--- config.mk ---
export PLATFORM = sky130hd
export DESIGN_NAME = rail_strobe_assignment
export DESIGN_NICKNAME = d
export VERILOG_FILES = /design/src/rtl/rss_pkg.sv /design/src/rtl/rss_step_timer.sv /design/src/rtl/rail_strobe_assignment.sv
export SDC_FILE = /design/constraint.sdc
export NUM_CORES = 1
export LEC_CHECK = 0
export CAP_MARGIN = 15
export CORE_ASPECT_RATIO = 1.5
export CORE_MARGIN = 2
export CORE_UTILIZATION = 50
export DETAILED_ROUTE_END_ITERATION = 12
export DONT_BUFFER_PORTS = 1
export HOLD_SLACK_MARGIN = 0.15
export PLACE_DENSITY = 0.68
export SLEW_MARGIN = 20
export SYNTH_ARGS = -nofsm -noshare
export SYNTH_HDL_FRONTEND = slang
export SYNTH_SLANG_ARGS = --single-unit
--- constraint.sdc ---
create_clock -name sys_clk -period 4.2 [get_ports sys_clk]
set_input_delay 0 -clock sys_clk [delete_from_list [all_inputs] [get_ports sys_clk]]
set_output_delay 0 -clock sys_clk [all_outputs]
set_load 0.02 [all_outputs]
--- src/rtl/rss_pkg.sv ---
// Package: register map, field layout, reset values and strobe constants
package rss_pkg;
  // ****************************************************************
  // Register map (byte addresses, one byte each)
  // ****************************************************************
  localparam logic [7:0] RSS_ADDR_RAIL_SIX = 8'h25;
  localparam logic [7:0] RSS_ADDR_RAIL_SEVEN = 8'h26;
  localparam logic [7:0] RSS_ADDR_CTRL = 8'h40;
  localparam logic [7:0] RSS_ADDR_STAT = 8'h44;
  localparam logic [7:0] RSS_RAIL_SIX_RESET = 8'h63;
  localparam logic [3:0] RSS_RAIL_SEVEN_LOW_RESET = 4'h3;
  localparam logic [3:0] RSS_THIRD_RESET = 4'h0;
  localparam int RSS_HI_LSB = 4;
  localparam int RSS_LO_LSB = 0;
  // ****************************************************************
  // Strobe codes and timing
  // ****************************************************************
  localparam logic [3:0] RSS_STROBE_FIRST = 4'h1;
  localparam logic [3:0] RSS_STROBE_MAIN = 4'h3;
  localparam logic [3:0] RSS_STROBE_LAST = 4'hA;
  localparam int RSS_CLK_HZ = 20000000;
  localparam int RSS_STEP_US = 1;
  localparam int RSS_STEP_CYC = (RSS_CLK_HZ / 1000000) * RSS_STEP_US;
  localparam int RSS_CTRL_START = 0;
  localparam int RSS_CTRL_SEAL = 1;

  typedef enum logic [1:0] {
    RSS_IDLE,
    RSS_RUN,
    RSS_DONE
  } rss_state_t;

  typedef struct packed {
    logic load_switch;
    logic linear_regulator;
    logic third_output;
  } rss_rails_t;

  typedef struct packed {
    logic [3:0] load_switch_strobe_field;
    logic [3:0] linear_regulator_strobe_field;
    logic [3:0] third_output_strobe_field;
  } rss_fields_t;

  // True when a code assigns the rail to strobe step 3..10
  function automatic logic rss_code_active(input logic [3:0] code);
    return (code >= RSS_STROBE_MAIN) && (code <= RSS_STROBE_LAST);
  endfunction
endpackage

--- src/rtl/rss_step_timer.sv ---
// Step timer: one pulse every RSS_STEP_CYC cycles while running
`timescale 1ns/1ps
module rss_step_timer
  import rss_pkg::*;
(
  input wire logic sys_clk,
  input wire logic rst,
  input wire logic run,
  output logic tick
);
  logic [15:0] count;

  always_ff @(posedge sys_clk) begin
    if (rst || !run) begin
      count <= 16'h0000;
      tick <= 1'b0;
    end else if (count == 16'(RSS_STEP_CYC - 1)) begin
      count <= 16'h0000;
      tick <= 1'b1;
    end else begin
      count <= count + 16'h0001;
      tick <= 1'b0;
    end
  end
endmodule

--- src/rtl/rail_strobe_assignment.sv ---
// Strobe assignment registers and power-up step sequencer
//
// The Wishbone register port was chosen for this implementation.
`timescale 1ns/1ps
// How it works
// - Register 0x25 resets to 0x63: load-switch field high, regulator low.
// - Register 0x26 bits 7-4 hold the third-output field, reset 0h.
// - A field code 3..10 enables its rail at the strobe step of that number.
// - Codes 0..2 and 11..15 never enable the rail; a start clears it like the others.
// - Regulator field resets to step three, load-switch field to step six.
// - Strobe steps one and two run only while the freshness seal is zero.
module rail_strobe_assignment
  import rss_pkg::*;
(
  input wire logic sys_clk,
  input wire logic rst,
  input wire logic [7:0] wb_adr_i,
  input wire logic [31:0] wb_dat_i,
  input wire logic [3:0] wb_sel_i,
  input wire logic wb_we_i,
  input wire logic wb_cyc_i,
  input wire logic wb_stb_i,
  output logic [31:0] wb_dat_o,
  output logic wb_ack_o,
  output rss_rails_t rail_enable,
  output logic [3:0] strobe_step,
  output logic strobe_pulse,
  output logic backup_strobe
);
  // ****************************************************************
  // Registers
  // ****************************************************************
  rss_fields_t fields;
  logic [3:0] seven_low;
  logic freshness_seal_flag;
  logic start_req;
  rss_state_t state;
  logic tick;
  logic wr_en;

  assign wr_en = wb_cyc_i && wb_stb_i && wb_we_i && !wb_ack_o && wb_sel_i[0];

  always_ff @(posedge sys_clk) begin
    if (rst) begin
      fields.load_switch_strobe_field <= RSS_RAIL_SIX_RESET[7:4];
      fields.linear_regulator_strobe_field <= RSS_RAIL_SIX_RESET[3:0];
      fields.third_output_strobe_field <= RSS_THIRD_RESET;
      seven_low <= RSS_RAIL_SEVEN_LOW_RESET;
      freshness_seal_flag <= 1'b0;
    end else if (wr_en) begin
      if (wb_adr_i == RSS_ADDR_RAIL_SIX) begin
        fields.load_switch_strobe_field <= wb_dat_i[RSS_HI_LSB +: 4];
        fields.linear_regulator_strobe_field <= wb_dat_i[RSS_LO_LSB +: 4];
      end else if (wb_adr_i == RSS_ADDR_RAIL_SEVEN) begin
        fields.third_output_strobe_field <= wb_dat_i[RSS_HI_LSB +: 4];
        seven_low <= wb_dat_i[RSS_LO_LSB +: 4];
      end else if (wb_adr_i == RSS_ADDR_CTRL) begin
        freshness_seal_flag <= wb_dat_i[RSS_CTRL_SEAL];
      end
    end
  end

  // Start is a self-clearing pulse written to the control register
  always_ff @(posedge sys_clk) begin
    if (rst) begin
      start_req <= 1'b0;
    end else begin
      start_req <= wr_en && (wb_adr_i == RSS_ADDR_CTRL) &&
                   wb_dat_i[RSS_CTRL_START];
    end
  end

  // ****************************************************************
  // Wishbone slave: one wait state, unmapped reads return zero
  // ****************************************************************
  always_ff @(posedge sys_clk) begin
    if (rst) begin
      wb_ack_o <= 1'b0;
      wb_dat_o <= 32'h00000000;
    end else begin
      wb_ack_o <= wb_cyc_i && wb_stb_i && !wb_ack_o;
      wb_dat_o <= 32'h00000000;
      if (wb_cyc_i && wb_stb_i && !wb_ack_o && !wb_we_i) begin
        unique case (wb_adr_i)
          RSS_ADDR_RAIL_SIX: wb_dat_o[7:0] <= {
            fields.load_switch_strobe_field,
            fields.linear_regulator_strobe_field};
          RSS_ADDR_RAIL_SEVEN: wb_dat_o[7:0] <= {
            fields.third_output_strobe_field, seven_low};
          RSS_ADDR_CTRL: wb_dat_o[7:0] <= {6'h00, freshness_seal_flag, 1'b0};
          RSS_ADDR_STAT: wb_dat_o[7:0] <= {
            2'(state), strobe_step, rail_enable[2:1]};
          default: wb_dat_o <= 32'h00000000;
        endcase
      end
    end
  end

  // ****************************************************************
  // Sequencer
  // ****************************************************************
  rss_step_timer u_timer (
    .sys_clk(sys_clk),
    .rst(rst),
    .run(state == RSS_RUN),
    .tick(tick)
  );

  always_ff @(posedge sys_clk) begin
    if (rst) begin
      state <= RSS_IDLE;
      strobe_step <= 4'h0;
    end else begin
      unique case (state)
        RSS_IDLE: begin
          if (start_req) begin
            state <= RSS_RUN;
            strobe_step <= freshness_seal_flag ? RSS_STROBE_MAIN
                                               : RSS_STROBE_FIRST;
          end
        end
        RSS_RUN: begin
          if (tick) begin
            if (strobe_step == RSS_STROBE_LAST) begin
              state <= RSS_DONE;
            end else begin
              strobe_step <= strobe_step + 4'h1;
            end
          end
        end
        RSS_DONE: begin
          if (start_req) begin
            state <= RSS_RUN;
            strobe_step <= freshness_seal_flag ? RSS_STROBE_MAIN
                                               : RSS_STROBE_FIRST;
          end
        end
        default: state <= RSS_IDLE;
      endcase
    end
  end

  // Pulse and enables at the tick that closes each step
  always_ff @(posedge sys_clk) begin
    if (rst) begin
      strobe_pulse <= 1'b0;
      backup_strobe <= 1'b0;
      rail_enable <= '0;
    end else begin
      strobe_pulse <= (state == RSS_RUN) && tick;
      backup_strobe <= (state == RSS_RUN) && tick && !freshness_seal_flag &&
                       (strobe_step < RSS_STROBE_MAIN);
      if (start_req) begin
        rail_enable <= '0;
      end else if ((state == RSS_RUN) && tick) begin
        if (rss_code_active(fields.load_switch_strobe_field) &&
            fields.load_switch_strobe_field == strobe_step) begin
          rail_enable.load_switch <= 1'b1;
        end
        if (rss_code_active(fields.linear_regulator_strobe_field) &&
            fields.linear_regulator_strobe_field == strobe_step) begin
          rail_enable.linear_regulator <= 1'b1;
        end
        if (rss_code_active(fields.third_output_strobe_field) &&
            fields.third_output_strobe_field == strobe_step) begin
          rail_enable.third_output <= 1'b1;
        end
      end
    end
  end
endmodule

==> summary.md, run 1 <==
| Metric | Value |
|---|---|
| Die Wd | 65.9 µm |
| CP cell instances | dlygate4sd3_1 > nand2_1 > nor3_4 > dlygate4sd3_1 > nand3_2 > dlygate4sd3_1 > mux2i_1 |
| Sequential cell area | 0.00110 mm² |
| Worst-margin pin slew | between 700 and 800 ps |
| Fill count | just under 500 |
| Tmin final | between 2000 and 2500 ps |
| Routed len/inst | 14.9 µm |
| Final period utilization | 0.582 |
| Die height | roughly 97 µm |
| Clock-pin slew on the worst setup and hold paths | 100 ps |
| Port buffer count | 0 |
| Number of synthesized flops with an enable pin | 0 |
| HPWL after detailed placement | around 4300 µm |
| Pwr Density | roughly 280 mW/mm² |
| First-pass GRT wire length | around 9800 µm |
| CTS Sinks | 55 |
| Leak Pwr | 1.07 nW |
| Hold crit path type | input pin to flop |
| Cells after synthesis | 320 |
| Number of DRC markers in iteration 0 | 122 |
| Ys async rst share | 0 |
| DP Area | 0.00279 mm² |
| Via count | roughly 2200 |
| DRC | 0 |
| WS Path Type | input pin to flop |
| Worst Clk Skew | 4.86 ps |
| Post-Route WL | 6070 µm |
| Mapped Area | 0.00287 mm² |
| Slew Limit Fails | 0 |
| Area of the multi-input gates | 0.00158 mm² |
| CTS Buffer Depth | 2 |
| Final Setup Violations | 0 |
| Primary FF master, synth | dfxtp_1 |
| Die ar. | 0.00638 mm² |
| Largest net degree at the start of global routing | 40 |
| Critical Path AT | between 2000 and 3000 ps |
| Antenna Violating Nets Remaining | 0 |
| Fin nets | roughly 390 |
| PnR worst setup slack | 1760 ps |
| Number of global-route vias before repair | between 2000 and 2500 |
| Worst Setup Start Kind | input pin |
| Slowest CP cell | dlygate4sd3_1 |
| Core ar. | 0.00549 mm² |
| Status | completed |
| TritonCTS Buffers | 5 |
| Worst hold path depth | 4 |
| Sequential element share of the synthesized area | 0.383 |
| Post-place setup slack | 2380 ps |
| Max-cap viol count | 0 |
| Post-route cell area | 0.00315 mm² |
| Worst path max stage delay | 640 ps |
| Worst slew margin | 0.473 |
| Clk root buf | clkbuf_8 |
| Library cells used by synthesis | a little over 50 |
| CTS tree | built |
| RePlAce Congestion | ~0.8 |
| Final hold viol count | 0 |
| RSZ-0062 raised after global routing | no |
| Layout cells sized above 1 | 0.0651 |
| Clock Latency Late Sink | 300 ps |
| FF+latch count, synth | 55 |
| Cells on worst reg2reg path | 6 |
| Area growth syn-to-layout | 9.67% |
| Core Rows | 33 |
| Max Freq | about 0.41 GHz |
| Inserted Diodes | 0 |
| Avg Cell Area, Syn | 8.97 µm² |
| Setup TNS | 0 ps |
| Crit-path max FO | 12 |
| I/O pin cnt | just over 90 |
| Gr usage total | 0.194 |
| Most frequent CP cell | dlygate4sd3_1 |
| H-tree depth | 2 |
| First drt pass iteration count | 4 |
| CP required | 4400 ps |
| Via-to-Cell Ratio | 5.37 |
| Maximum vdd drop | 0.182 mV |
| Ys Warns | 0 |
| Congestion Overflow GR | 0 |
| Initial Utilization | 0.523 |
| Initial antenna violation count | 0 |
| Setup crit end kind | flop |
[cells in the final DEF, fill, tap and decap left out, drive strengths merged, types with 8 or more instances in the layout]
cell type | synthesis | routed
nand3 | 10 | 10
a22o | 8 | 8
xnor2 | 21 | 21
nand4 | 8 | 8
a22oi | 8 | 8
nand2b | 18 | 18
conb | 1 | 24
mux2i | 16 | 16
dlygate4sd3 | 0 | 25
nor2 | 46 | 46
nand2 | 10 | 10
nor3 | 11 | 11
dfxtp | 55 | 55
[repair_timing]
item / in CTS / in global routing
endpoints found under the hold margin: 40 / 0
resized for setup: 0 / 0
hold buffers: 26 / 0
setup buffers: 0 / 0
[kinds of logic (layout without fill, tap and decap cells)]
kind of cell | after synthesis | after routing | share of synthesized area
and+or+nand+nor | 137 | 137 | 0.278
other | 1 | 24 | 0.00131
DFF | 55 | 55 | 0.383
AOI/OAI and AO/OA | 38 | 38 | 0.0941
buffers and inverters | 44 | 39 | 0.0954
muxes | 16 | 16 | 0.0558
xor gates and xnor gates | 26 | 26 | 0.0793
adders and majority gates | 3 | 3 | 0.0131
[synthesized netlist by cell type (2+ instances only)]
master    count  area [µm²]
mux2i_1      16         160
inv_1         5        18.8
and3b_1       2        17.5
nand2_1      10        37.5
nor3_1        9        45.0
or3_1         2        12.5
clkbuf_1      8        30.0
nor2b_1       4        25.0
nand3_1       8        40.0
and3_1        5        31.3
nor2_1       44         165
a22oi_1       8        60.1
a31oi_1       3        18.8
nand2b_1     18         113
nor3_4        2        32.5
nor4_1        7        43.8
a22o_1        8        70.1
a21oi_1       6        30.0
nand4b_1      2        17.5
nand4_1       7        43.8
o31ai_1       2        15.0
dfxtp_1      55        1100
nor4b_1       2        17.5
buf_4        26         195
xnor2_1      21         184
o21ai_0       4        20.0
nor2_4        2        22.5
nand3b_1      3        22.5
ha_1          3        37.5
buf_2         3        15.0
xor2_1        5        43.8
[critical path: cells and delay by family]
kind / cells / cell delay (ps)
multiplexers: 1 / 130
AND/OR/NAND/NOR: 3 / 620
buffers and inverters: 3 / 1890
[metrics by stage]
step / hold WS, ps / total power, mW / instances / util
2_1_floorplan: 71.4 / 0.594 / 343 / -
3_3_place_gp: 75.3 / 0.574 / 374 / 0.508
3_5_place_dp: 74.3 / 0.575 / 374 / 0.508
4_1_cts: 151 / 0.881 / 408 / 0.573
5_1_grt: 178 / 0.909 / 408 / 0.573
6_report: 170 / 0.871 / 408 / 0.573
[per-layer routing]
| layer | wire length, µm | global-route usage |
|---|---|---|
| met2 | 3340 | 0.357 |
| met4 | 223 | 0.0946 |
| met5 | 0 | 0 |
| met3 | 250 | 0.0349 |
| met1 | 2260 | 0.204 |
[area by class of cell]
class | instances | area share
Inverter | 5 | 0.00596
Clock buffer | 5 | 0.0219
Clock inverter | 3 | 0.00636
Sequential cell | 55 | 0.350
Tap cell | 70 | 0.0278
Multi-Input combinational cell | 244 | 0.503
Timing Repair Buffer | 26 | 0.0858
[registers in the layout, summed over array words and instances, names as in the netlist, 2 cells and up]
signal         flops
u_timer.count     16
fields            12
wb_dat_o           8
seven_low          4
strobe_step        4
rail_enable        3
state              2
[power breakdown]
part | total (mW) | internal (mW) | switching, mW | leakage, nW
clock | 0.284 | 0.116 | 0.168 | 0.0402
combinational | 0.0644 | 0.0236 | 0.0408 | 0.584
sequential | 0.522 | 0.521 | 0.000789 | 0.443
total | 0.871 | 0.661 | 0.209 | 1.07
[final timing paths]
check / from / end / slack, ps
worst max-delay path: wb_adr_i[2] / seven_low[3]$_SDFFE_PP0P_ / 1760
worst min-delay path: wb_adr_i[5] / wb_dat_o[4]$_SDFF_PP0_ / 170
worst max register to register: wb_ack_o$_SDFF_PP0_ / fields[11]$_SDFFE_PP0P_ / 1760
worst min register to register: u_timer.count[0]$_SDFF_PP0_ / u_timer.count[0]$_SDFF_PP0_ / 490
No activity file was read; power rests on OpenSTA's default activity.
==> run 2: changes to the inputs <==
==> constraint.sdc (replaced) <==
create_clock -name sys_clk -period 2.3 [get_ports sys_clk]
set_input_delay 0 -clock sys_clk [delete_from_list [all_inputs] [get_ports sys_clk]]
set_output_delay 0 -clock sys_clk [all_outputs]
set_load 0.02 [all_outputs]
==> summary.md, run 2 (synthesis results as in run 1) <==
| Metric | Value |
|---|---|
| Setup crit end kind | flop |
| Switching share of power | 0.239 |
| Regs by FF count | u_timer.count (16), fields (12), wb_dat_o (8) |
| Internal cell power | 1.21 mW |
| Via-to-Cell Ratio | 5.47 |
| Post-CTS Setup Bufs | 0 |
| H-tree depth | 2 |
| Number of DRC markers in iteration 0 | 141 |
| Max Freq | 0.492 GHz |
| Pwr Density | between 500 and 600 mW/mm² |
| Core Rows | 33 |
| Max-cap viol count | 0 |
| CTS Buffer Depth | 2 |
| DRC | 0 |
| Final period utilization | 0.884 |
| Slew Limit Fails | 0 |
| Commonest non-fill, non-tap cell in the layout | dfxtp_1 |
| Die ar. | ~0.0064 mm² |
| Clock Latency Late Sink | 300 ps |
| Comb pwr share | 0.074 |
| First-pass GRT wire length | 10100 µm |
| PnR worst setup slack | 267 ps |
| CTS tree | built |
| Reg2reg setup slack | roughly 340 ps |
| Setup TNS | 0 ps |
| Tmin final | just over 2000 ps |
| Leak Pwr | 1.10 nW |
| WS Path Type | input pin to flop |
| Area growth syn-to-layout | 10.5% |
| Initial antenna violation count | 0 |
| Most frequent CP cell | dlygate4sd3_1 |
| Top reg by flops | u_timer.count |
| First drt pass iteration count | 4 |
| Critical Path AT | approximately 2200 ps |
| Largest net degree at the start of global routing | 41 |
| Worst path max stage delay | 590 ps |
| RSZ-0062 raised after global routing | no |
| Die height | 96.8 µm |
| Worst Setup EP | fields[11]$_SDFFE_PP0P_ |
| Final hold viol count | 0 |
| Worst-margin pin slew | 781 ps |
| Crit-path max FO | 7 |
| Layout cells sized above 1 | 0.0760 |
| Crit path depth | 7 |
| Core ar. | 0.00549 mm² |
| FF-to-FF Start | strobe_step[1]$_SDFFE_PP0P_ |
| Gr usage total | 0.200 |
| Die Wd | 65.9 µm |
| Reg2Reg Capture Point | state[0]$_SDFFE_PP0P_ |
| Inserted Diodes | 0 |
| Most frequent cells in the layout | 55 x dfxtp_1, 44 x nor2_1, 24 x conb_1, 24 x dlygate4sd3_1, 21 x xnor2_1 |
| RePlAce Congestion | about 0.8 |
| Clock Power Share | 0.326 |
| Psw | 0.380 mW |
| Routed len/inst | 14.6 µm |
| Kind of cell adding the most delay to the critical path | buffers and inverters |
| Status | completed |
| Via count | 2253 |
| CTS Sinks | 55 |
| CP required | 2500 ps |
| Number of global-route vias before repair | 2231 |
| Congestion Overflow GR | 0 |
| HPWL after detailed placement | 4400 µm |
| Clock-pin slew on the worst setup and hold paths | 90 ps |
| Post-place setup slack | 476 ps |
| Bufs and invs on worst path | 3 |
| Worst Setup Start Kind | input pin |
| TritonCTS Buffers | 5 |
| Cells on worst reg2reg path | 6 |
| Antenna Violating Nets Remaining | 0 |
| Post-Route WL | 6030 µm |
| Port buffer count | 0 |
| Maximum vdd drop | 0.268 mV |
| Fin nets | 393 |
| Worst slew margin | 0.478 |
| I/O pin cnt | 91 |
| Sequential share of power | 0.600 |
| Post-cts sizing count | 0 |
| Final core utilization | 0.578 |
| CP cell instances | dlygate4sd3_1 > nand2_1 > dlygate4sd3_1 > nor2_4 > nand3_4 > mux2i_1 > dlygate4sd3_1 |
| Worst setup startpoint | wb_we_i |
| Final Setup Violations | 0 |
| Pwr Total | 1.59 mW |
| Hold crit path type | input pin to flop |
| Max FFs per register | 16 |
| Initial Utilization | 0.523 |
| Worst Clk Skew | approximately 8 ps |
| Slowest CP cell | dlygate4sd3_1 |
| Clk root buf | clkbuf_8 |
run 2: final cells by class:
cell class	count	area, µm²
Fill cell	499	2320
Multi-Input combinational cell	244	1580
Sequential cell	55	1100
Timing Repair Buffer	30	298
Tap cell	70	87.6
Clock buffer	6	72.6
Inverter	5	18.8
Clock inverter	2	12.5
run 2: repair_timing:
| item | CTS | global route |
|---|---|---|
| setup endpoints to repair | 0 | 1 |
| hold endpoints to repair | 40 | 2 |
| hold buffers | 25 | 1 |
run 2: per-layer routing:
metal  GRT usage  part of all wire  up-vias
li1            -                 -     1105
met1       0.217              0.38     1079
met2       0.354              0.54       54
met3      0.0419             0.042       15
met4      0.0978             0.039        0
met5           0                 0        -
run 2: power groups by stage:
stage / Combinational (mW) / Sequential, mW / Clock [mW]
final: 0.118 / 0.953 / 0.518
after global routing: 0.128 / 0.954 / 0.586
after CTS: 0.117 / 0.954 / 0.545
after detailed placement: 0.0751 / 0.976 / 0
after global placement: 0.0742 / 0.976 / 0
after floorplan: 0.108 / 0.976 / 0
run 2: worst min-delay path: stages:
cell,delay (ps)
or3_4,150
nor3_4,70
nand3_2,90
mux2i_1,70
run 2: how the worst min path moves through the flow:
stage	from	endpoint	slack, ps	depth (start not counted)
global placement	rst	strobe_step[0]$_SDFFE_PP0P_	80	1
finish	wb_adr_i[7]	seven_low[3]$_SDFFE_PP0P_	140	4
global route	wb_adr_i[7]	seven_low[0]$_SDFFE_PP1P_	160	4
detailed placement	wb_adr_i[2]	start_req$_SDFF_PP0_	80	1
floorplan	wb_adr_i[2]	start_req$_SDFF_PP0_	70	1
CTS	wb_adr_i[1]	seven_low[3]$_SDFFE_PP0P_	170	4
run 2: stage by stage:
| stage | instance area, µm² | std cells | hold slack, ps |
|---|---|---|---|
| after floorplan | 2960 | 343 | 71.4 |
| after global placement | 2830 | 379 | 76.1 |
| after detailed placement | 2830 | 379 | 75.2 |
| after CTS | 3170 | 412 | 175 |
| after global routing | 3170 | 412 | 160 |
| final | 3170 | 412 | 135 |
